`config.mk`:
```
export PLATFORM = sky130hd
export DESIGN_NAME = sfe_top
export DESIGN_NICKNAME = d
export VERILOG_FILES = /design/src/common/sfe_pkg.sv /design/src/logic/sfe_sync.sv /design/src/logic/sfe_erase_timer.sv /design/src/logic/sfe_top.sv
export VERILOG_INCLUDE_DIRS = /design/src /design/src/common
export SDC_FILE = /design/constraint.sdc
export NUM_CORES = 1
export LEC_CHECK = 0
export BUFFER_PORTS_ARGS = -buffer_cell sky130_fd_sc_hd__buf_2
export CORE_MARGIN = 5
export CORE_UTILIZATION = 42
export CTS_CLUSTER_DIAMETER = 40
export CTS_CLUSTER_SIZE = 14
export DETAILED_ROUTE_END_ITERATION = 8
export GPL_TIMING_DRIVEN = 0
export RECOVER_POWER = 50
export SLEW_MARGIN = 20
export SYNTH_ARGS = -nofsm -noshare
export SYNTH_HDL_FRONTEND = slang
export SYNTH_SLANG_ARGS = --single-unit
```
`constraint.sdc`:
```
create_clock -name clock -period 6.4 [get_ports clock]
set_input_delay 0.64 -clock clock [delete_from_list [all_inputs] [get_ports clock]]
set_output_delay 0.64 -clock clock [all_outputs]
set_load 0.01 [all_outputs]
```
`src/common/sfe_consts.svh`:
```
/*
   Constants for the serial flash erase and identification command block:
   opcodes, bit counts, block masks, erase kinds, times and reset values.
   Assumes it is included by bare name from every design file that needs it.
*/
`ifndef SFE_CONSTS_SVH
`define SFE_CONSTS_SVH
// opcodes
`define SFE_OP_HALF_BE  8'h52
`define SFE_OP_FULL_BE  8'hD8
`define SFE_OP_CHIP_A   8'h60
`define SFE_OP_CHIP_B   8'hC7
`define SFE_OP_PUMP     8'hA3
`define SFE_OP_RELEASE  8'hAB
`define SFE_OP_DEEP_PD  8'hB9
`define SFE_OP_MAKER_ID 8'h90
`define SFE_OP_IDENT    8'h9F
`define SFE_OP_UNIQUE   8'h4B
// bit counts at which a frame or a field ends, and the value at which the count saturates
`define SFE_BITS_OP     8'h08
`define SFE_BITS_ADDR   8'h20
`define SFE_BITS_UNIQUE 8'h28
`define SFE_BITS_MAX    8'hFF
// block base masks
`define SFE_HALF_MASK   24'hFF_8000
`define SFE_FULL_MASK   24'hFF_0000
// erase kinds
`define SFE_KIND_HALF   2'h0
`define SFE_KIND_FULL   2'h1
`define SFE_KIND_CHIP   2'h2
// clock rate and erase times in microseconds
`define SFE_CLK_MHZ     40
`define SFE_HALF_BE_US  1000
`define SFE_FULL_BE_US  2000
`define SFE_CHIP_US     8000
// reset values
`define SFE_CS_IDLE     1'b1
`define SFE_SYNC_RST    3'h5
`endif

```
`src/common/sfe_pkg.sv`:
```
/*
   Types for the serial flash erase and identification command block.
   Assumes nothing beyond a SystemVerilog compiler.
*/
package sfe_pkg;
   // frame phase of the serial link
   typedef enum logic [1:0] {SFE_IDLE, SFE_RECV, SFE_SEND, SFE_SKIP} sfe_phase_t;

   // state of the command decoder
   typedef struct packed {
      sfe_phase_t   phase;
      logic         cs_q;
      logic         sclk_q;
      logic [7:0]   bits;
      logic [7:0]   opcode;
      logic [23:0]  addr;
      logic [127:0] out_sr;
      logic         so;
      logic         so_oe;
      logic         fast_pump;
      logic         erase_go;
      logic [1:0]   erase_kind;
      logic [23:0]  erase_base;
      logic         unlock_clear;
      logic         probe_full;
   } sfe_state_t;

   // state of the erase cycle timer
   typedef struct packed {
      logic        busy;
      logic [31:0] count;
   } sfe_timer_t;
endpackage : sfe_pkg

```
`src/logic/sfe_sync.sv`:
```
/*
   Two flip-flop synchroniser for the link pins.
   Assumes reset is already released in step with clock.
*/
`timescale 1ns/1ps
`include "sfe_consts.svh"
module sfe_sync #(
   parameter int         W       = 3,
   parameter logic [W-1:0] RST_VAL = '0
) (
   // clock and reset
   input  wire logic         clock,
   input  wire logic         rst_n,
   // pins in, synchronised copy out
   input  wire logic [W-1:0] din,
   output logic      [W-1:0] dout
);
   import sfe_pkg::*;
   logic [W-1:0] meta;

   // first stage feeds only the second
   always_ff @(posedge clock or negedge rst_n) begin
      if (!rst_n) begin
         meta <= RST_VAL;
         dout <= RST_VAL;
      end else begin
         meta <= din;
         dout <= meta;
      end
   end
endmodule : sfe_sync

```
`src/logic/sfe_erase_timer.sv`:
```
/*
   Self-timed erase cycle: counts the cycle length of the chosen kind.
   Assumes start is a one-cycle pulse issued only while not busy.
*/
`timescale 1ns/1ps
`include "sfe_consts.svh"
module sfe_erase_timer #(
   parameter int unsigned HALF_CYC = 1,
   parameter int unsigned FULL_CYC = 1,
   parameter int unsigned CHIP_CYC = 1
) (
   // clock and reset
   input  wire logic       clock,
   input  wire logic       rst_n,
   // request
   input  wire logic       start,
   input  wire logic [1:0] kind,
   // status
   output logic            busy
);
   import sfe_pkg::*;
   sfe_timer_t st;
   sfe_timer_t next_st;

   // load count on start, run down, drop busy at zero
   always_comb begin
      next_st = st;
      if (start && !st.busy) begin
         next_st.busy = 1'b1;
         case (kind)
            `SFE_KIND_HALF: next_st.count = 32'(HALF_CYC - 1);
            `SFE_KIND_FULL: next_st.count = 32'(FULL_CYC - 1);
            default:        next_st.count = 32'(CHIP_CYC - 1);
         endcase
      end else if (st.busy) begin
         if (st.count == 32'h0000_0000) begin
            next_st.busy = 1'b0;
         end else begin
            next_st.count = st.count - 32'h0000_0001;
         end
      end
   end

   always_ff @(posedge clock or negedge rst_n) begin
      if (!rst_n) begin
         st <= '0;
      end else begin
         st <= next_st;
      end
   end

   assign busy = st.busy;

   property p_start_busy;
      @(posedge clock) disable iff (!rst_n)
      (start && !busy) |=> busy [*2];
   endproperty
   a_start_busy: assert property (p_start_busy)
      else $error("busy flag did not follow erase start");
endmodule : sfe_erase_timer

```
`src/logic/sfe_top.sv`:
```
/*
   Command decoder for block erase, chip erase, fast pump mode and the
   three identification reads of a serial flash on its SPI link.
   Assumes the link pins arrive asynchronously to clock, the write unlock
   latch, protection bits and protection lookup live in neighbour logic,
   and a program cycle elsewhere reports itself on ext_busy.
*/
`timescale 1ns/1ps
`include "sfe_consts.svh"
module sfe_top #(
   // identification values, all arbitrary
   parameter logic [7:0]   MAKER_ID  = 8'hA5,
   parameter logic [7:0]   PART_ID   = 8'h5A,
   parameter logic [7:0]   MEM_TYPE  = 8'h3C,
   parameter logic [7:0]   MEM_CAP   = 8'h16,
   parameter logic [127:0] UNIQUE_ID =
      128'h0123_4567_89AB_CDEF_FEDC_BA98_7654_3210,
   // erase cycle lengths in clock cycles
   parameter int unsigned  HALF_CYC  = `SFE_HALF_BE_US * `SFE_CLK_MHZ,
   parameter int unsigned  FULL_CYC  = `SFE_FULL_BE_US * `SFE_CLK_MHZ,
   parameter int unsigned  CHIP_CYC  = `SFE_CHIP_US * `SFE_CLK_MHZ
) (
   // clock and reset
   input  wire logic        clock,
   input  wire logic        arst_n,
   // serial link pins
   input  wire logic        cs_n,
   input  wire logic        sclk,
   input  wire logic        si,
   output logic             so,
   output logic             so_oe,
   // write unlock latch and protection settings
   input  wire logic        write_unlock_latch,
   input  wire logic [4:0]  protect_range_bits,
   input  wire logic        protect_invert_bit,
   // protection lookup for the addressed block
   output logic [23:0]      probe_addr,
   output logic             probe_full_block,
   input  wire logic        block_protected,
   // program cycle running elsewhere
   input  wire logic        ext_busy,
   // status and erase requests
   output logic             busy_cycle_flag,
   output logic             fast_pump_flag,
   output logic             write_unlock_clear,
   output logic             erase_start,
   output logic [1:0]       erase_kind,
   output logic [23:0]      erase_base
);
   import sfe_pkg::*;

   logic       rst_q1;
   logic       rst_n;
   logic [2:0] pins_s;
   logic       cs_s;
   logic       sclk_s;
   logic       si_s;
   logic       erase_busy;
   logic       busy_any;
   logic       cs_rise;
   logic       sck_rise;
   logic       sck_fall;
   logic       chip_ok;
   logic       block_op;
   logic       chip_op;
   logic       id_op;
   logic [7:0] new_bits;
   logic [7:0] new_op;
   sfe_state_t st;
   sfe_state_t next_st;

   // reset release through two flip-flops
   always_ff @(posedge clock or negedge arst_n) begin
      if (!arst_n) begin
         rst_q1 <= 1'b0;
         rst_n  <= 1'b0;
      end else begin
         rst_q1 <= 1'b1;
         rst_n  <= rst_q1;
      end
   end

   // link pins into the clock domain
   sfe_sync #(
      .W       (3),
      .RST_VAL (`SFE_SYNC_RST)
   ) u_sync (
      .clock (clock),
      .rst_n (rst_n),
      .din   ({cs_n, sclk, si}),
      .dout  (pins_s)
   );

   assign cs_s   = pins_s[2];
   assign sclk_s = pins_s[1];
   assign si_s   = pins_s[0];

   // self-timed erase cycle
   sfe_erase_timer #(
      .HALF_CYC (HALF_CYC),
      .FULL_CYC (FULL_CYC),
      .CHIP_CYC (CHIP_CYC)
   ) u_timer (
      .clock (clock),
      .rst_n (rst_n),
      .start (st.erase_go),
      .kind  (st.erase_kind),
      .busy  (erase_busy)
   );

   // rise of select, and edges of serial clock only inside a frame
   assign cs_rise  = cs_s & ~st.cs_q;
   assign sck_rise = sclk_s & ~st.sclk_q & ~cs_s;
   assign sck_fall = ~sclk_s & st.sclk_q & ~cs_s;
   assign busy_any = erase_busy | ext_busy;

   // chip erase allowed only with range bits 2:0 at 0 and no invert, or at 7 with invert
   assign chip_ok = ((protect_range_bits[2:0] == 3'h0) && !protect_invert_bit)
                 || ((protect_range_bits[2:0] == 3'h7) && protect_invert_bit);

   // opcode classes of the frame just ended
   assign block_op = (st.opcode == `SFE_OP_HALF_BE)
                  || (st.opcode == `SFE_OP_FULL_BE);
   assign chip_op  = (st.opcode == `SFE_OP_CHIP_A)
                  || (st.opcode == `SFE_OP_CHIP_B);

   // bit count and opcode after the current rising edge
   assign new_bits = (st.bits == `SFE_BITS_MAX) ? st.bits
                                                : st.bits + 8'h01;
   assign new_op   = {st.opcode[6:0], si_s};
   assign id_op    = (new_op == `SFE_OP_IDENT)
                  || (new_op == `SFE_OP_MAKER_ID)
                  || (new_op == `SFE_OP_UNIQUE);

   // next state of the decoder
   always_comb begin
      next_st              = st;
      next_st.cs_q         = cs_s;
      next_st.sclk_q       = sclk_s;
      next_st.erase_go     = 1'b0;
      next_st.unlock_clear = 1'b0;

      if (cs_s) begin
         // deselected: drop output and counters
         next_st.phase = SFE_IDLE;
         next_st.bits  = 8'h00;
         next_st.so_oe = 1'b0;
      end else if (st.phase == SFE_IDLE) begin
         next_st.phase  = SFE_RECV;
         next_st.bits   = 8'h00;
         next_st.opcode = 8'h00;
      end

      // input bits on the rising serial clock
      if (sck_rise && (st.phase != SFE_IDLE)) begin
         next_st.bits = new_bits;
         if (st.bits < `SFE_BITS_OP) begin
            next_st.opcode = new_op;
         end else if (st.bits < `SFE_BITS_ADDR) begin
            next_st.addr = {st.addr[22:0], si_s};
         end
         // opcode complete: identification reads gated by busy
         if (new_bits == `SFE_BITS_OP) begin
            next_st.probe_full = (new_op == `SFE_OP_FULL_BE);
            if (id_op && busy_any) begin
               next_st.phase = SFE_SKIP;
            end else if (new_op == `SFE_OP_IDENT) begin
               next_st.phase  = SFE_SEND;
               next_st.out_sr = {MAKER_ID, MEM_TYPE, MEM_CAP, 104'h0};
            end
         end
         // address complete for the maker and part read
         if ((new_bits == `SFE_BITS_ADDR)
             && (st.opcode == `SFE_OP_MAKER_ID)
             && (st.phase == SFE_RECV)) begin
            next_st.phase  = SFE_SEND;
            next_st.out_sr = {MAKER_ID, PART_ID, 112'h0};
         end
         // address and dummy complete for the unique id
         if ((new_bits == `SFE_BITS_UNIQUE)
             && (st.opcode == `SFE_OP_UNIQUE)
             && (st.phase == SFE_RECV)) begin
            next_st.phase  = SFE_SEND;
            next_st.out_sr = UNIQUE_ID;
         end
      end

      // output bits on the falling serial clock, msb first
      if (sck_fall && (st.phase == SFE_SEND)) begin
         next_st.so     = st.out_sr[127];
         next_st.out_sr = {st.out_sr[126:0], 1'b0};
         next_st.so_oe  = 1'b1;
      end

      // end of frame: act on the command just framed
      if (cs_rise && (st.phase == SFE_RECV)) begin
         if (block_op && (st.bits == `SFE_BITS_ADDR)
             && write_unlock_latch
             && !block_protected
             && !busy_any) begin
            next_st.erase_go     = 1'b1;
            next_st.unlock_clear = 1'b1;
            if (st.opcode == `SFE_OP_HALF_BE) begin
               next_st.erase_kind = `SFE_KIND_HALF;
               next_st.erase_base = st.addr & `SFE_HALF_MASK;
            end else begin
               next_st.erase_kind = `SFE_KIND_FULL;
               next_st.erase_base = st.addr & `SFE_FULL_MASK;
            end
         end
         if (chip_op && (st.bits == `SFE_BITS_OP)
             && write_unlock_latch
             && chip_ok
             && !busy_any) begin
            next_st.erase_go     = 1'b1;
            next_st.unlock_clear = 1'b1;
            next_st.erase_kind   = `SFE_KIND_CHIP;
            next_st.erase_base   = 24'h00_0000;
         end
         if ((st.opcode == `SFE_OP_PUMP) && (st.bits == `SFE_BITS_ADDR)) begin
            next_st.fast_pump = 1'b1;
         end
      end

      // release or deep power down leaves fast pump mode
      if (cs_rise && (st.phase != SFE_IDLE) && (st.bits >= `SFE_BITS_OP)
          && ((st.opcode == `SFE_OP_RELEASE)
              || (st.opcode == `SFE_OP_DEEP_PD))) begin
         next_st.fast_pump = 1'b0;
      end
   end

   // decoder register
   always_ff @(posedge clock or negedge rst_n) begin
      if (!rst_n) begin
         st      <= '0;
         st.cs_q <= `SFE_CS_IDLE;
      end else begin
         st <= next_st;
      end
   end

   // outputs from registers
   assign so                 = st.so;
   assign so_oe              = st.so_oe;
   assign probe_addr         = st.addr;
   assign probe_full_block   = st.probe_full;
   assign busy_cycle_flag    = erase_busy;
   assign fast_pump_flag     = st.fast_pump;
   assign write_unlock_clear = st.unlock_clear;
   assign erase_start        = st.erase_go;
   assign erase_kind         = st.erase_kind;
   assign erase_base         = st.erase_base;

   // erase start needs the latch set one cycle earlier
   property p_go_unlock;
      @(posedge clock) disable iff (!rst_n)
      st.erase_go |-> $past(write_unlock_latch);
   endproperty
   a_go_unlock: assert property (p_go_unlock)
      else $error("erase started with unlock latch clear");

   // erase start only at the end of a frame
   property p_go_at_rise;
      @(posedge clock) disable iff (!rst_n)
      st.erase_go |-> $past(cs_rise) && cs_s;
   endproperty
   a_go_at_rise: assert property (p_go_at_rise)
      else $error("erase started without select rising");

   // half block base is block aligned
   property p_half_base;
      @(posedge clock) disable iff (!rst_n)
      (st.erase_go && (st.erase_kind == `SFE_KIND_HALF))
         |-> (st.erase_base[14:0] == 15'h0000);
   endproperty
   a_half_base: assert property (p_half_base)
      else $error("half block base not aligned");

   // no block erase into a protected block
   property p_block_prot;
      @(posedge clock) disable iff (!rst_n)
      (st.erase_go && (st.erase_kind != `SFE_KIND_CHIP))
         |-> !$past(block_protected);
   endproperty
   a_block_prot: assert property (p_block_prot)
      else $error("protected block erased");

   // chip erase only with range bits 2:0 at 0 and no invert, or at 7 with invert
   property p_chip_prot;
      @(posedge clock) disable iff (!rst_n)
      (st.erase_go && (st.erase_kind == `SFE_KIND_CHIP)) |-> $past(chip_ok);
   endproperty
   a_chip_prot: assert property (p_chip_prot)
      else $error("chip erase with partial protection");

   // busy flag rises the cycle after an erase start
   property p_go_busy;
      @(posedge clock) disable iff (!rst_n)
      st.erase_go |-> st.unlock_clear ##1 busy_cycle_flag;
   endproperty
   a_go_busy: assert property (p_go_busy)
      else $error("busy flag or latch clear missing after erase start");

   // fast pump flag rises only after the pump command
   property p_pump_set;
      @(posedge clock) disable iff (!rst_n)
      $rose(st.fast_pump) |-> $past(st.opcode == `SFE_OP_PUMP);
   endproperty
   a_pump_set: assert property (p_pump_set)
      else $error("fast pump flag set by another opcode");

   // fast pump flag drops only on release or deep power down
   property p_pump_clr;
      @(posedge clock) disable iff (!rst_n)
      $fell(st.fast_pump) |-> $past((st.opcode == `SFE_OP_RELEASE)
                                 || (st.opcode == `SFE_OP_DEEP_PD));
   endproperty
   a_pump_clr: assert property (p_pump_clr)
      else $error("fast pump flag dropped by another opcode");

   // output released one cycle after select is seen high
   property p_oe_off;
      @(posedge clock) disable iff (!rst_n)
      cs_s |=> !so_oe;
   endproperty
   a_oe_off: assert property (p_oe_off)
      else $error("output still driven after deselect");

   // identification read while busy is skipped
   property p_id_skip;
      @(posedge clock) disable iff (!rst_n)
      (sck_rise && (st.phase == SFE_RECV) && (new_bits == `SFE_BITS_OP)
       && id_op && busy_any) |=> (st.phase == SFE_SKIP);
   endproperty
   a_id_skip: assert property (p_id_skip)
      else $error("identification read decoded while busy");

   // serial output moves only after a falling serial clock
   property p_so_fall;
      @(posedge clock) disable iff (!rst_n)
      $changed(so) |-> $past(sck_fall);
   endproperty
   a_so_fall: assert property (p_so_fall)
      else $error("serial output changed without a falling clock");

   // select high clears the bit count and the frame phase
   property p_frame_clear;
      @(posedge clock) disable iff (!rst_n)
      cs_s |=> (st.bits == 8'h00) && (st.phase == SFE_IDLE);
   endproperty
   a_frame_clear: assert property (p_frame_clear)
      else $error("bit count kept after deselect");
endmodule : sfe_top

```
# Word-level counts from Yosys, hierarchy flattened
# Cells that the tools add are included.
# Widths: inputs -> output; s select.
[word_totals]
ff_bits = 245
in_bits = 14
output_inout_bits = 57
elab_cells = 149
[classes]
add_sub_neg = 2
magnitude_cmp = 3
eq_ne = 25
mux = 34
bitwise_logic = 11
n_reduce_logical = 53
[ops]
columns = ["cell", "count"]
rows = [
  ["$mux 128", 5],
  ["$mux 168", 1],
  ["$mux 130", 1],
  ["$eq 8x8->1 const B", 10],
  ["$mux 33", 2],
  ["$mux 28", 2],
  ["$mux 24", 2],
  ["$pmux 19 s2", 1],
  ["$eq 8x7->1 const B", 4],
  ["$logic_not 32->1", 1],
  ["$mux 32", 1],
  ["$mux 8", 4],
  ["$sub 32x1->32 const B", 1],
  ["$mux 29", 1],
  ["$mux 25", 1],
  ["$eq 8x6->1 const B", 3],
  ["$logic_and 1x1->1", 23],
  ["$eq 8x4->1 const B", 2],
  ["$mux 16", 1],
  ["$mux 2", 8],
  ["$reduce_bool 2->1", 7],
  ["$add 8x1->8 const B", 1],
  ["$ge 8x4->1 const B", 1],
  ["$lt 8x4->1 const B", 1],
  ["other kinds (19)", 44],
]

# Depth between registers and ports, before layout
# Gate-level depths: netlist of the first run.
[logic_depth]
word_depth = 10
mapped_depth = 9
depth_no_buf = 8

# Cells and area by module
# Synthesis of the first run repeated with hierarchy kept, for this count alone.
[hier_totals]
cells_unflattened = 1025
hier_area_um2 = 10993.0
[by_module_without_submodules]
columns = ["mod", "n_inst", "cells_per_inst", "area_per_inst_um2", "seq_area_each_um2"]
rows = [
  ["sfe_top", 1, 833, 8971.1, 4655.7],
  ["sfe_erase_timer", 1, 186, 1866.8, 825.8],
  ["sfe_sync", 1, 6, 155.1, 155.1],
]

# Worst setup path before layout of the first run
# No wires, ideal clock.
[synth_path]
path_type = "register -> register"
start = "reg st[192] (netlist name)"
end = "reg st[101] (netlist name)"
setup_ns = 0.126
arrival_ns = 2.612
required_time_ns = 6.274
path_slack_ns = 3.662
stages_incl_launch_ff = 9
path_buffers = 2
synth_period_minus_slack_ns = 2.738
cell_sequence = "dfrtp_1 > inv_2 > ha_1 > or4_1 > nor4b_2 > a211oi_1 > clkbuf_1 > buf_2 > a221o_1"
[synth_between]
elab_chain_len = 9
word_cells_on_any_way = 18
cone_classes = "1 x add/sub; 5 x eq/ne; 5 x mux; 7 x reduce/logical"
[synth_rtl]
columns = ["item", "line_no", "rtl"]
rows = [
  ["start: declaration", "sfe_top.sv:69", "sfe_state_t st;"],
  ["start signal: assignment", "sfe_top.sv:239", "st <= next_st;"],
  ["$add 8x1->8 / $eq 8x8->1 (equally long branches)", "n/a", ""],
  ["$mux 8 *", "sfe_top.sv:128", "assign new_bits = (st.bits == `SFE_BITS_MAX) ? st.bits"],
  ["$eq 8x6->1 (no source line)", "n/a", ""],
  ["$logic_and 1x1->1 (2 in a row)", "sfe_top.sv:173", "if ((new_bits == `SFE_BITS_ADDR)"],
  ["$mux 128", "sfe_top.sv:173", ""],
  ["$mux 128", "sfe_top.sv:180", "if ((new_bits == `SFE_BITS_UNIQUE)"],
  ["$mux 168", "sfe_top.sv:155", "if (sck_rise && (st.phase != SFE_IDLE)) begin"],
  ["$mux 130", "sfe_top.sv:189", "if (sck_fall && (st.phase == SFE_SEND)) begin"],
]
# Every way passes the cells marked *; elsewhere a longest branch is shown, timed or not. The select of a mux whose other input is x is not followed.
# A chain may end at the register's enable or synchronous reset.

==> metrics, run 1 <==
outcome=finished, violations left; failing checks=max-capacitance violations, max-slew violations; met1 usage=0.2313; Max Buffers Root-to-Sink=3; hold buffers post-CTS=1; Row Count=56; crit path from=rst_n$_DFF_PN0_; TNS Setup=0 ns; Ys Warns=0; GRT overflow=0; worst path cell trace=clkbuf_1; Design Power=3.460 mW; mean routed wirelength per cell=16.17 um; post-route clock period utilization=0.5375; Slew Limit Fails=107; Iteration-0 DRC Markers=405; vias=7080; Global Route met3 Usage=0.03087; gr usage total=0.1586; min-delay worst type=input pin to register; main flop type after synthesis=dfrtp_1; Avg Cell Area, Syn=11.71 sq um; H-tree levels=2; Syn Inst Count=854; Power Dens Cells=287.9 nW/um^2; Worst slew margin=-0.9463; Required @ worst endpoint=6.35 ns; CTS Sinks=225; P_int=2.706 mW; top post-synthesis cells by count=220 x dfrtp_1, 61 x a22o_1, 60 x a221o_1, 51 x buf_4, 47 x clkbuf_1; Fmax achieved=290.7 MHz; Fin Clk Skew=0.02002 ns; Reg power frac=0.417; fillcell total=2102; setup violators final=0; CTS tree=built; Die W=164.3 um; Crit. End Element=asynchronous set/reset pin; FF-to-FF Start=rst_n$_DFF_PN0_; GR Layer Usage met2=0.2405; dominant cells by area after synthesis=dfrtp_1 55%, a221o_1 6.0%, a22o_1 5.3%; P&R area growth vs syn=20.15%; die area=27000 sq um; EDFF count, synth=0; Worst path top cell family by delay=buffers and inverters; IO Count=71; core area=23470 sq um; crit path kind=register to asynchronous set/reset pin; Final Critical Period=3.440 ns; Clock Root Buffer=clkbuf_16; Hold Startpoint=si; vias in the first global route=6923; initial antenna violation count=0; Slowest Stage Delay on Critical Path=2.11 ns; net switching power figure=0.7542 mW; Worst Path Max Fanout=56; count leader, synth=dfrtp_1; Least-Margin Pin Slew=2.919 ns; Setup Buffers After CTS=0; Resized cells post-CTS=0; # port buffers=53; Final GP Congestion=0.8102; Die Ht=164.3 um; slowest cell on the critical path=clkbuf_1; largest net degree at the start of global routing=57; synth unique cells=72; global-route wire length before repair=35.52 mm; mapped cell area=10000 sq um; register area share after synthesis=0.5635; cell accounting for the most synthesized area=dfrtp_1; wirelength, routed=21.18 mm; Final ANT Viol Nets=0; post-synthesis sequential element count=225; Setup crit start kind=register; # DRC=0; Clk Latency, worst-skew pair=0.51 ns; endpoints failing hold=0; Worst IR Drop VDD=270.4 uV; WP buf/inv=1; power share of the combinational group=0.018; Arrival @ worst endpoint=3.39 ns; leakage power total=5.607 nW; Post-DP HPWL=13.84 mm; max-cap violations=2; n_diodes=0; clock power share=0.564; Nets=982; Pre-Repair DR Iteration Count=5; setup repair after global routing missed its margin=false; layout cells sized above 1=0.2301; Synth top area share=0.5504; most used routing layer in global routing=met2; Worst-path clk slew=0.05 ns; Async S/R FF share, synth=1.000; routed vias/inst=5.405; Initial Util=0.4261; cts bufs inserted=36; Sw Share=0.2180
## sequential cells by signal (all words and copies together), names as in the netlist, 2 cells and up
signal / cells
u_timer.st: 32
erase_kind: 2
probe_addr: 24
st: 137
new_op: 7
u_sync.dout: 3
erase_base: 9
u_sync.meta: 3
## power by group through the flow
stage | clock network, mW | registers [mW] | logic (mW)
6_report | 1.95 | 1.44 | 0.0633
5_1_grt | 2.06 | 1.44 | 0.0733
2_1_floorplan | 0 | 1.48 | 0.0257
4_1_cts | 1.99 | 1.44 | 0.0687
3_5_place_dp | 0 | 1.47 | 0.0681
3_3_place_gp | 0 | 1.49 | 0.0330
## metal layers
layer,share of wire,vias up
met1,0.49,3500
met2,0.44,165
li1,-,3383
met4,0.016,0
met3,0.053,32
met5,0,-
## worst paths after layout
| path | to | slack [ns] | cells after the start |
|---|---|---|---|
| setup / recovery | u_timer.st[6]$_DFFE_PN0P_ | 2.96 | 1 |
| hold / removal | u_sync.meta[0]$_DFF_PN1_ | 0.23 | 1 |
| setup reg to reg | u_timer.st[6]$_DFFE_PN0P_ | 2.96 | 1 |
| hold reg to reg | st[148]$_DFFE_PN0P_ | 0.25 | 0 |
| max in group clock | st[94]$_DFFE_PN0P_ | 3.14 | 8 |
| min in group asynchronous | st[148]$_DFFE_PN0P_ | 0.25 | 0 |
## cell families after synthesis
logic type	Yosys count	share of synthesized area
compound gates	221	0.1811
simple gates	223	0.1286
buf+inv	128	0.06918
flops	225	0.5635
mux	31	0.03428
other cells	2	0.0007508
xor+xnor	20	0.01751
fa+ha+maj	4	0.005004
## stage by stage
step	worst slack (ns)	util	cells	instance area [sq um]	hold WS, ns
2_1_floorplan	2.706	-	868	10060	0.3311
3_3_place_gp	1.287	0.4567	1240	10720	0.3336
3_5_place_dp	3.145	0.4618	1244	10840	0.2103
4_1_cts	3.127	0.5144	1310	12080	0.2133
5_1_grt	2.029	0.5120	1310	12020	0.2070
6_report	2.960	0.5120	1310	12020	0.2291
## placed cells by master, fill, tap and decap left out, types with 6 or more instances in the layout
| cell | count |
|---|---|
| clkbuf_1 | 59 |
| nand4_1 | 6 |
| inv_1 | 16 |
| mux2_2 | 26 |
| nand3_1 | 18 |
| or3_1 | 7 |
| nand2b_1 | 7 |
| o21a_1 | 8 |
| buf_4 | 51 |
| conb_1 | 16 |
| o21ai_0 | 22 |
| a31oi_1 | 9 |
| nor4_1 | 9 |
| clkbuf_16 | 36 |
| nor3_1 | 26 |
| a21oi_1 | 25 |
| clkinv_2 | 6 |
| nor2_1 | 41 |
| buf_2 | 58 |
| a22o_1 | 61 |
| and3_1 | 8 |
| a221o_1 | 60 |
| dfrtp_1 | 220 |
| nand2_1 | 43 |
| inv_6 | 6 |
| xnor2_1 | 17 |
## area by class of cell
type	count	area (sq um)	area share
buffer	111	628.1	0.05226
clock buffer	44	960.9	0.07996
clock inverter	21	264.0	0.02197
inverter	17	63.81	0.005310
multi-input combinational	515	3734	0.3107
sequential	225	5637	0.4690
tap	319	399.1	0.03321
timing repair buffer	58	331.6	0.02759
(Power assumes the default switching activity.)
==> run 2: changes to the inputs <==
==> constraint.sdc (replaced) <==
create_clock -name clock -period 2.8 [get_ports clock]
set_input_delay 0.28 -clock clock [delete_from_list [all_inputs] [get_ports clock]]
set_output_delay 0.28 -clock clock [all_outputs]
set_load 0.01 [all_outputs]
==> run 2 against run 1 <==
Net effect: the flow still finishes with violations (max-capacitance violations, max-slew violations); clock skew is 0.0013 ns lower; non-clock buffer count is 7 higher; critical path depth is 6 higher; critical endpoint is now u_timer.st[10]$_DFFE_PN0P_; largest cell class unchanged; largest power group unchanged.
==> metrics, run 2 (same netlist as run 1, synthesis figures left out) <==
# port buffers=53 (unchanged); outcome=finished, violations left (unchanged); most flop-heavy register=st (unchanged); failing checks=max-capacitance violations, max-slew violations (unchanged); global-route wire length before repair=36.58 mm (was 35.52 mm); Fin Clk Skew=0.01876 ns (was 0.02002 ns); CP Capture Point=u_timer.st[10]$_DFFE_PN0P_ (was u_timer.st[6]$_DFFE_PN0P_); crit path from=u_timer.st[24]$_DFFE_PN0P_ (was rst_n$_DFF_PN0_); gr usage total=0.1634 (was 0.1586); vias=7042 (was 7080); Core Util, Final=0.5204 (was 0.5120); max-cap violations=1 (was 2); FF-to-FF Start=u_timer.st[24]$_DFFE_PN0P_ (was rst_n$_DFF_PN0_); R2R Setup Slk=0.10 ns (was 2.96 ns); H-tree levels=2 (unchanged); GRT overflow=0 (unchanged); Least-Margin Pin Slew=1.786 ns (was 2.919 ns); Required @ worst endpoint=3.17 ns (was 6.35 ns); Clock Root Buffer=clkbuf_16 (unchanged); dpl ws=-0.4402 ns (was 3.145 ns); Crit. End Element=register (was asynchronous set/reset pin); layout cells sized above 1=0.2500 (was 0.2301); cts bufs inserted=34 (was 36); Final GP Congestion=0.8319 (was 0.8102); post-route clock period utilization=0.9627 (was 0.5375); most frequent cells in the layout=214 x dfrtp_1, 61 x a22o_1, 60 x a221o_1 (was 220 x dfrtp_1, 61 x a22o_1, 60 x a221o_1); crit path kind=register to register (was register to asynchronous set/reset pin); Max Used Layer=met4 (unchanged); max reg flops=137 (unchanged); IO Count=71 (unchanged); setup repair after global routing missed its margin=true (was false); clock power share=0.556 (was 0.564); Placed Area=10830 sq um (was 10840 sq um); Worst-path clk slew=0.06 ns (was 0.05 ns); endpoints failing hold=0 (unchanged); n_diodes=0 (unchanged); Initial Util=0.4261 (unchanged); Nets=987 (was 982); largest net degree at the start of global routing=57 (unchanged); Max Buffers Root-to-Sink=3 (unchanged); RR Endpoint=u_timer.st[10]$_DFFE_PN0P_ (was u_timer.st[6]$_DFFE_PN0P_); CTS Sinks=225 (unchanged); Die Ht=164.3 um (unchanged); core area=23470 sq um (unchanged); net switching power figure=1.623 mW (was 0.7542 mW); mean routed wirelength per cell=16.37 um (was 16.17 um); Met1 Routed Length=10.30 mm (was 10.38 mm); P&R area growth vs syn=22.12% (was 20.15%); Iteration-0 DRC Markers=475 (was 405); Arrival @ worst endpoint=3.06 ns (was 3.39 ns); Power Dens Cells=637.0 nW/um^2 (was 287.9 nW/um^2); routed vias/inst=5.371 (was 5.405); Final Critical Period=2.696 ns (was 3.440 ns); power share of the combinational group=0.019 (was 0.018); vias in the first global route=7074 (was 6923); P_int=6.157 mW (was 2.706 mW); wirelength, routed=21.46 mm (was 21.18 mm); Slew Limit Fails=42 (was 107); Setup crit start kind=register (unchanged); commonest non-fill, non-tap cell in the layout=dfrtp_1 (unchanged); Row Count=56 (unchanged); leakage power total=5.591 nW (was 5.607 nW); Post-DP HPWL=13.85 mm (was 13.84 mm); WL met3=1.134 mm (was 1.133 mm); Clk Latency, worst-skew pair=0.50 ns (was 0.51 ns); initial antenna violation count=0 (unchanged); setup violators final=0 (unchanged); # DRC=0 (unchanged); min-delay worst type=input pin to asynchronous set/reset pin (was input pin to register); Die W=164.3 um (unchanged); Sw Share=0.2086 (was 0.2180); met2 wire len=9.604 mm (was 9.321 mm); Worst IR Drop VDD=524.4 uV (was 270.4 uV); cells on worst reg2reg path=7 (was 1); Reg power frac=0.425 (was 0.417); post-route setup slack=0.1045 ns (was 2.960 ns); Fmax achieved=371.0 MHz (was 290.7 MHz); Worst slew margin=-0.1906 (was -0.9463); CTS tree=built (unchanged); Pre-Repair DR Iteration Count=5 (unchanged); die area=27000 sq um (unchanged); Final ANT Viol Nets=0 (unchanged); Worst Path Max Fanout=4 (was 56); Final Cell Area=12210 sq um (was 12020 sq um)
[run 2: cell types whose count changed in the layout (fill, tap and decap cells not counted), moves of 5 or more]
cell,previous run,this run
buf_2,58,26
clkbuf_4,0,10
dfrtp_2,0,6
clkbuf_2,0,16
buf_4,51,58
clkinv_2,6,1
dfrtp_1,220,214
[run 2: repair_timing]
item / in CTS / in global routing
pin swaps: 4 / 6
setup endpoints to repair: 167 / 187
setup buffers: 9 / 4
hold buffers: 4 / 0
hold endpoints to repair: 5 / 0
resized for setup: 25 / 37
[run 2: stage by stage]
| stage | instances | total power, mW | TNS, ns | hold slack (ns) |
|---|---|---|---|---|
| after floorplan | 868 | 3.451 | 0 | -0.01559 |
| after global placement | 1240 | 3.490 | -106.53 | 0.06514 |
| after detailed placement | 1244 | 3.510 | -44.53 | 0.06795 |
| after CTS | 1311 | 7.917 | 0 | 0.07593 |
| after global routing | 1311 | 8.084 | -0.01951 | 0.1193 |
| final | 1311 | 7.781 | 0 | 0.1087 |
[run 2: power groups by stage]
stage          Clock (mW)  Sequential (mW)  Combinational, mW
6_report             4.32             3.31              0.145
5_1_grt              4.60             3.31              0.168
4_1_cts              4.46             3.31              0.152
3_5_place_dp            0             3.36              0.146
3_3_place_gp            0             3.41             0.0751
2_1_floorplan           0             3.39             0.0588
[run 2: worst min-delay path by stage]
stage | depth (start not counted) | end
after global routing | 2 | rst_n$_DFF_PN0_
after global placement | 1 | rst_q1$_DFF_PN0_
final | 2 | rst_q1$_DFF_PN0_
after floorplan | 0 | rst_q1$_DFF_PN0_
after CTS | 2 | rst_n$_DFF_PN0_
after detailed placement | 1 | rst_q1$_DFF_PN0_
[run 2: layer usage]
metal	up-vias	global-route usage
met5	-	0
met4	0	0.05185
met3	38	0.03237
met2	169	0.2459
met1	3453	0.2387
li1	3382	-
[run 2: final cells by class]
type / count / area (sq um)
Buffer: 102 / 631.9
Clock buffer: 41 / 918.4
Clock inverter: 18 / 255.2
Fill cell: 2026 / 11260
Inverter: 17 / 63.81
Multi-Input combinational cell: 515 / 3837
Sequential cell: 225 / 5644
Tap cell: 319 / 399.1
Timing Repair Buffer: 74 / 464.2
[run 2: worst max-delay path, stage by stage (launching register included)]
cell and delay, ns:
dfrtp_1 0.39, or4_4 0.58, or4_4 0.54, or4_4 0.44, buf_4 0.17, nand3_1 0.09
xnor2_1 0.07, a221o_1 0.29
==> run 3: changes to the inputs <==
--- a/config.mk
+++ b/config.mk
@@ -7,6 +7,7 @@
 export NUM_CORES = 1
 export LEC_CHECK = 0
 export BUFFER_PORTS_ARGS = -buffer_cell sky130_fd_sc_hd__buf_2
+export CAP_MARGIN = 20
 export CORE_MARGIN = 5
 export CORE_UTILIZATION = 42
 export CTS_CLUSTER_DIAMETER = 40
@@ -17,4 +18,5 @@
 export SLEW_MARGIN = 20
 export SYNTH_ARGS = -nofsm -noshare
 export SYNTH_HDL_FRONTEND = slang
+export SYNTH_HIERARCHICAL = 1
 export SYNTH_SLANG_ARGS = --single-unit
==> run 3 against run 2 <==
Net effect: the run now ends clean; global-route usage hardly changed; design area is 6.7% higher; die area is 9.3% higher; critical endpoint is now u_timer/st[15]$_DFFE_PN0P_; flip-flop and latch count stayed put; core utilization is 1.8 points lower; largest power group unchanged; sequential share of layout area is 2.9 points lower; hold slack worse by 0.0052 ns; critical path depth stayed put; routed wire length is 10% higher; cell count is 14% higher.
==> metrics, run 3 <==
Pre-Repair DR Iteration Count=5 (unchanged); mapped cell area=10990 sq um (was 10000 sq um); layout cells sized above 1=0.2723 (was 0.2500); # DRC=0 (unchanged); dominant cells by area after synthesis=dfrtp_1 50%, mux2i_1 5.9%, nand2_1 5.0% (was dfrtp_1 55%, a221o_1 6.0%, a22o_1 5.3%); Worst IR Drop VDD=449.1 uV (was 524.4 uV); CTS Sinks=225 (unchanged); Fmax achieved=379.3 MHz (was 371.0 MHz); n_diodes=0 (unchanged); Nets=1155 (was 987); setup violators final=0 (unchanged); Die W=171.8 um (was 164.3 um); wirelength, routed=23.65 mm (was 21.46 mm); Initial Util=0.4243 (was 0.4261); Crit. End Element=register (unchanged); H-tree levels=2 (unchanged); synth unique cells=86 (was 72); Ys Warns=6 (was 0); fillcell total=2383 (was 2026); most frequent cells in the layout=220 x dfrtp_1, 147 x nand2_1, 69 x a21oi_1 (was 214 x dfrtp_1, 61 x a22o_1, 60 x a221o_1); commonest non-fill, non-tap cell in the layout=dfrtp_1 (unchanged); worst path cell trace=nor4_2, nand4_2, o31ai_2, buf_4, buf_6, nand2_2, o32a_1 (was or4_4, or4_4, or4_4, buf_4, nand3_1, xnor2_1, a221o_1); Fin Clk Skew=0.03035 ns (was 0.01876 ns); setup repair after global routing missed its margin=false (was true); cts bufs inserted=35 (was 34); min-delay worst type=input pin to asynchronous set/reset pin (unchanged); routed vias/inst=5.306 (was 5.371); Arrival @ worst endpoint=3.01 ns (was 3.06 ns); Slowest Stage Delay on Critical Path=0.55 ns (was 0.58 ns); crit path kind=register to register (unchanged); Async S/R FF share, synth=1.000 (unchanged); most flop-heavy register=st (unchanged); P&R area growth vs syn=18.51% (was 22.12%); main flop type after synthesis=dfrtp_1 (unchanged); Setup crit start kind=register (unchanged); mean routed wirelength per cell=15.77 um (was 16.37 um); outcome=finished clean (was finished, violations left); EDFF count, synth=0 (unchanged); Max Buffers Root-to-Sink=3 (unchanged); Worst Path Max Fanout=10 (was 4); post-synthesis sequential element count=225 (unchanged); WP buf/inv=2 (was 1); # port buffers=53 (unchanged); top post-synthesis cells by count=220 x dfrtp_1, 147 x nand2_1, 69 x a21oi_1, 65 x mux2i_1, 60 x o21ai_2 (was 220 x dfrtp_1, 61 x a22o_1, 60 x a221o_1, 51 x buf_4, 47 x clkbuf_1); max reg flops=137 (unchanged); vias=7954 (was 7042); vias in the first global route=7917 (was 7074); Syn Inst Count=1025 (was 854); slowest cell on the critical path=o31ai_2 (was or4_4); Synth top area share=0.5008 (was 0.5504); Slew Limit Fails=0 (was 42); die area=29510 sq um (was 27000 sq um); core area=25910 sq um (was 23470 sq um); Worst path top cell family by delay=simple AND/OR/NAND/NOR gates (unchanged); Die Ht=171.8 um (was 164.3 um); Final Critical Period=2.636 ns (was 2.696 ns); Design Power=7.891 mW (was 7.781 mW); Worst slew margin=0.1542 (was -0.1906); Final GP Congestion=0.8281 (was 0.8319); gr usage total=0.1637 (was 0.1634); leakage power total=5.391 nW (was 5.591 nW); largest net degree at the start of global routing=53 (was 57); Iteration-0 DRC Markers=514 (was 475); Clock Root Buffer=clkbuf_16 (unchanged); count leader, synth=dfrtp_1 (unchanged); endpoints failing hold=0 (unchanged); max-cap violations=0 (was 1); cell accounting for the most synthesized area=dfrtp_1 (unchanged); Row Count=59 (was 56); Post-DP HPWL=15.99 mm (was 13.85 mm); register area share after synthesis=0.5127 (was 0.5635); IO Count=71 (unchanged); CTS tree=built (unchanged); Avg Cell Area, Syn=10.72 sq um (was 11.71 sq um); Worst-path clk slew=0.05 ns (was 0.06 ns); Final Cell Area=13030 sq um (was 12210 sq um); Clk Latency, worst-skew pair=0.52 ns (was 0.50 ns); Placed Area=11850 sq um (was 10830 sq um); TNS Setup=0 ns (unchanged); Power Dens Cells=605.7 nW/um^2 (was 637.0 nW/um^2); GRT overflow=0 (unchanged); Final ANT Viol Nets=0 (unchanged); global-route wire length before repair=40.09 mm (was 36.58 mm); Least-Margin Pin Slew=1.269 ns (was 1.786 ns); initial antenna violation count=0 (unchanged); post-route clock period utilization=0.9415 (was 0.9627); Setup Buffers After CTS=0 (was 9); Required @ worst endpoint=3.17 ns (about the same)
[run 3: cell types whose count changed after synthesis, moves of 9 or more]
cell,change
buf_2,+11
a221o_1,-57
a21oi_1,+44
xnor2_1,-13
a22o_1,-53
clkbuf_1,-23
o211ai_1,+9
o21ai_2,+60
mux2i_1,+60
nand2_1,+104
a211oi_1,+10
buf_6,+13
[run 3: layer usage]
layer,track usage,vias up,wire length [um]
met5,0,-,0
met4,0.04409,0,438
met1,0.2325,3857,11100
met3,0.03149,41,1303
met2,0.2584,193,10800
li1,-,3863,-
[run 3: path summary, 6_finish.rpt]
kind / from / end / slack, ns / depth (start not counted)
setup / recovery: u_timer/st[13]$_DFFE_PN0P_ / u_timer/st[15]$_DFFE_PN0P_ / 0.16 / 7
hold / removal: arst_n / rst_q1$_DFF_PN0_ / 0.10 / 2
setup reg to reg: u_timer/st[13]$_DFFE_PN0P_ / u_timer/st[15]$_DFFE_PN0P_ / 0.16 / 7
hold reg to reg: u_sync/meta[1]$_DFF_PN0_ / u_sync/dout[1]$_DFF_PN0_ / 0.34 / 0
max in group asynchronous: rst_n$_DFF_PN0_ / st[151]$_DFFE_PN0P_ / 0.56 / 2
min in group clock: write_unlock_latch / erase_start$_DFF_PN0_ / 0.21 / 4
[run 3: logic make-up after synthesis]
group,count (synthesis),synth area share
compound gates,241,0.1603
xor+xnor,4,0.003187
fa+ha+maj,3,0.003415
buf+inv,128,0.07512
flops,225,0.5127
mux,90,0.08502
other cells,2,0.0006832
simple gates,332,0.1596
[run 3: repair_timing]
action | 4_1_cts | 5_1_grt
setup endpoints to repair | 0 | 104
endpoints found under the hold margin | 5 | 0
gates resized for setup | 0 | 10
hold buffers | 4 | 0
[run 3: where the power goes]
group,switching [mW],total (mW),internal (mW)
sequential,0.0409,3.35,3.31
combinational,0.117,0.186,0.0685
clock,1.55,4.35,2.80
[run 3: area by class of cell]
class	instances	area [sq um]	share of cell area
buffer	118	804.5	0.06176
inverter	10	37.54	0.002881
sequential	225	5637	0.4327
tap	335	419.2	0.03217
timing repair buffer	62	324.1	0.02488
clock buffer	44	950.9	0.07299
multi-input combinational	686	4611	0.3539
clock inverter	19	244.0	0.01873
[run 3: per-stage QoR]
stage / utilization / instances / setup WS, ns / hold slack (ns)
floorplan: - / 1039 / 0.5255 / -0.01559
global placement: 0.4528 / 1427 / -0.3804 / 0.06544
detailed placement: 0.4573 / 1432 / 0.07371 / 0.06903
CTS: 0.5050 / 1499 / 0.06638 / 0.07807
global route: 0.5028 / 1499 / 0.002753 / 0.1050
finish: 0.5028 / 1499 / 0.1637 / 0.1035
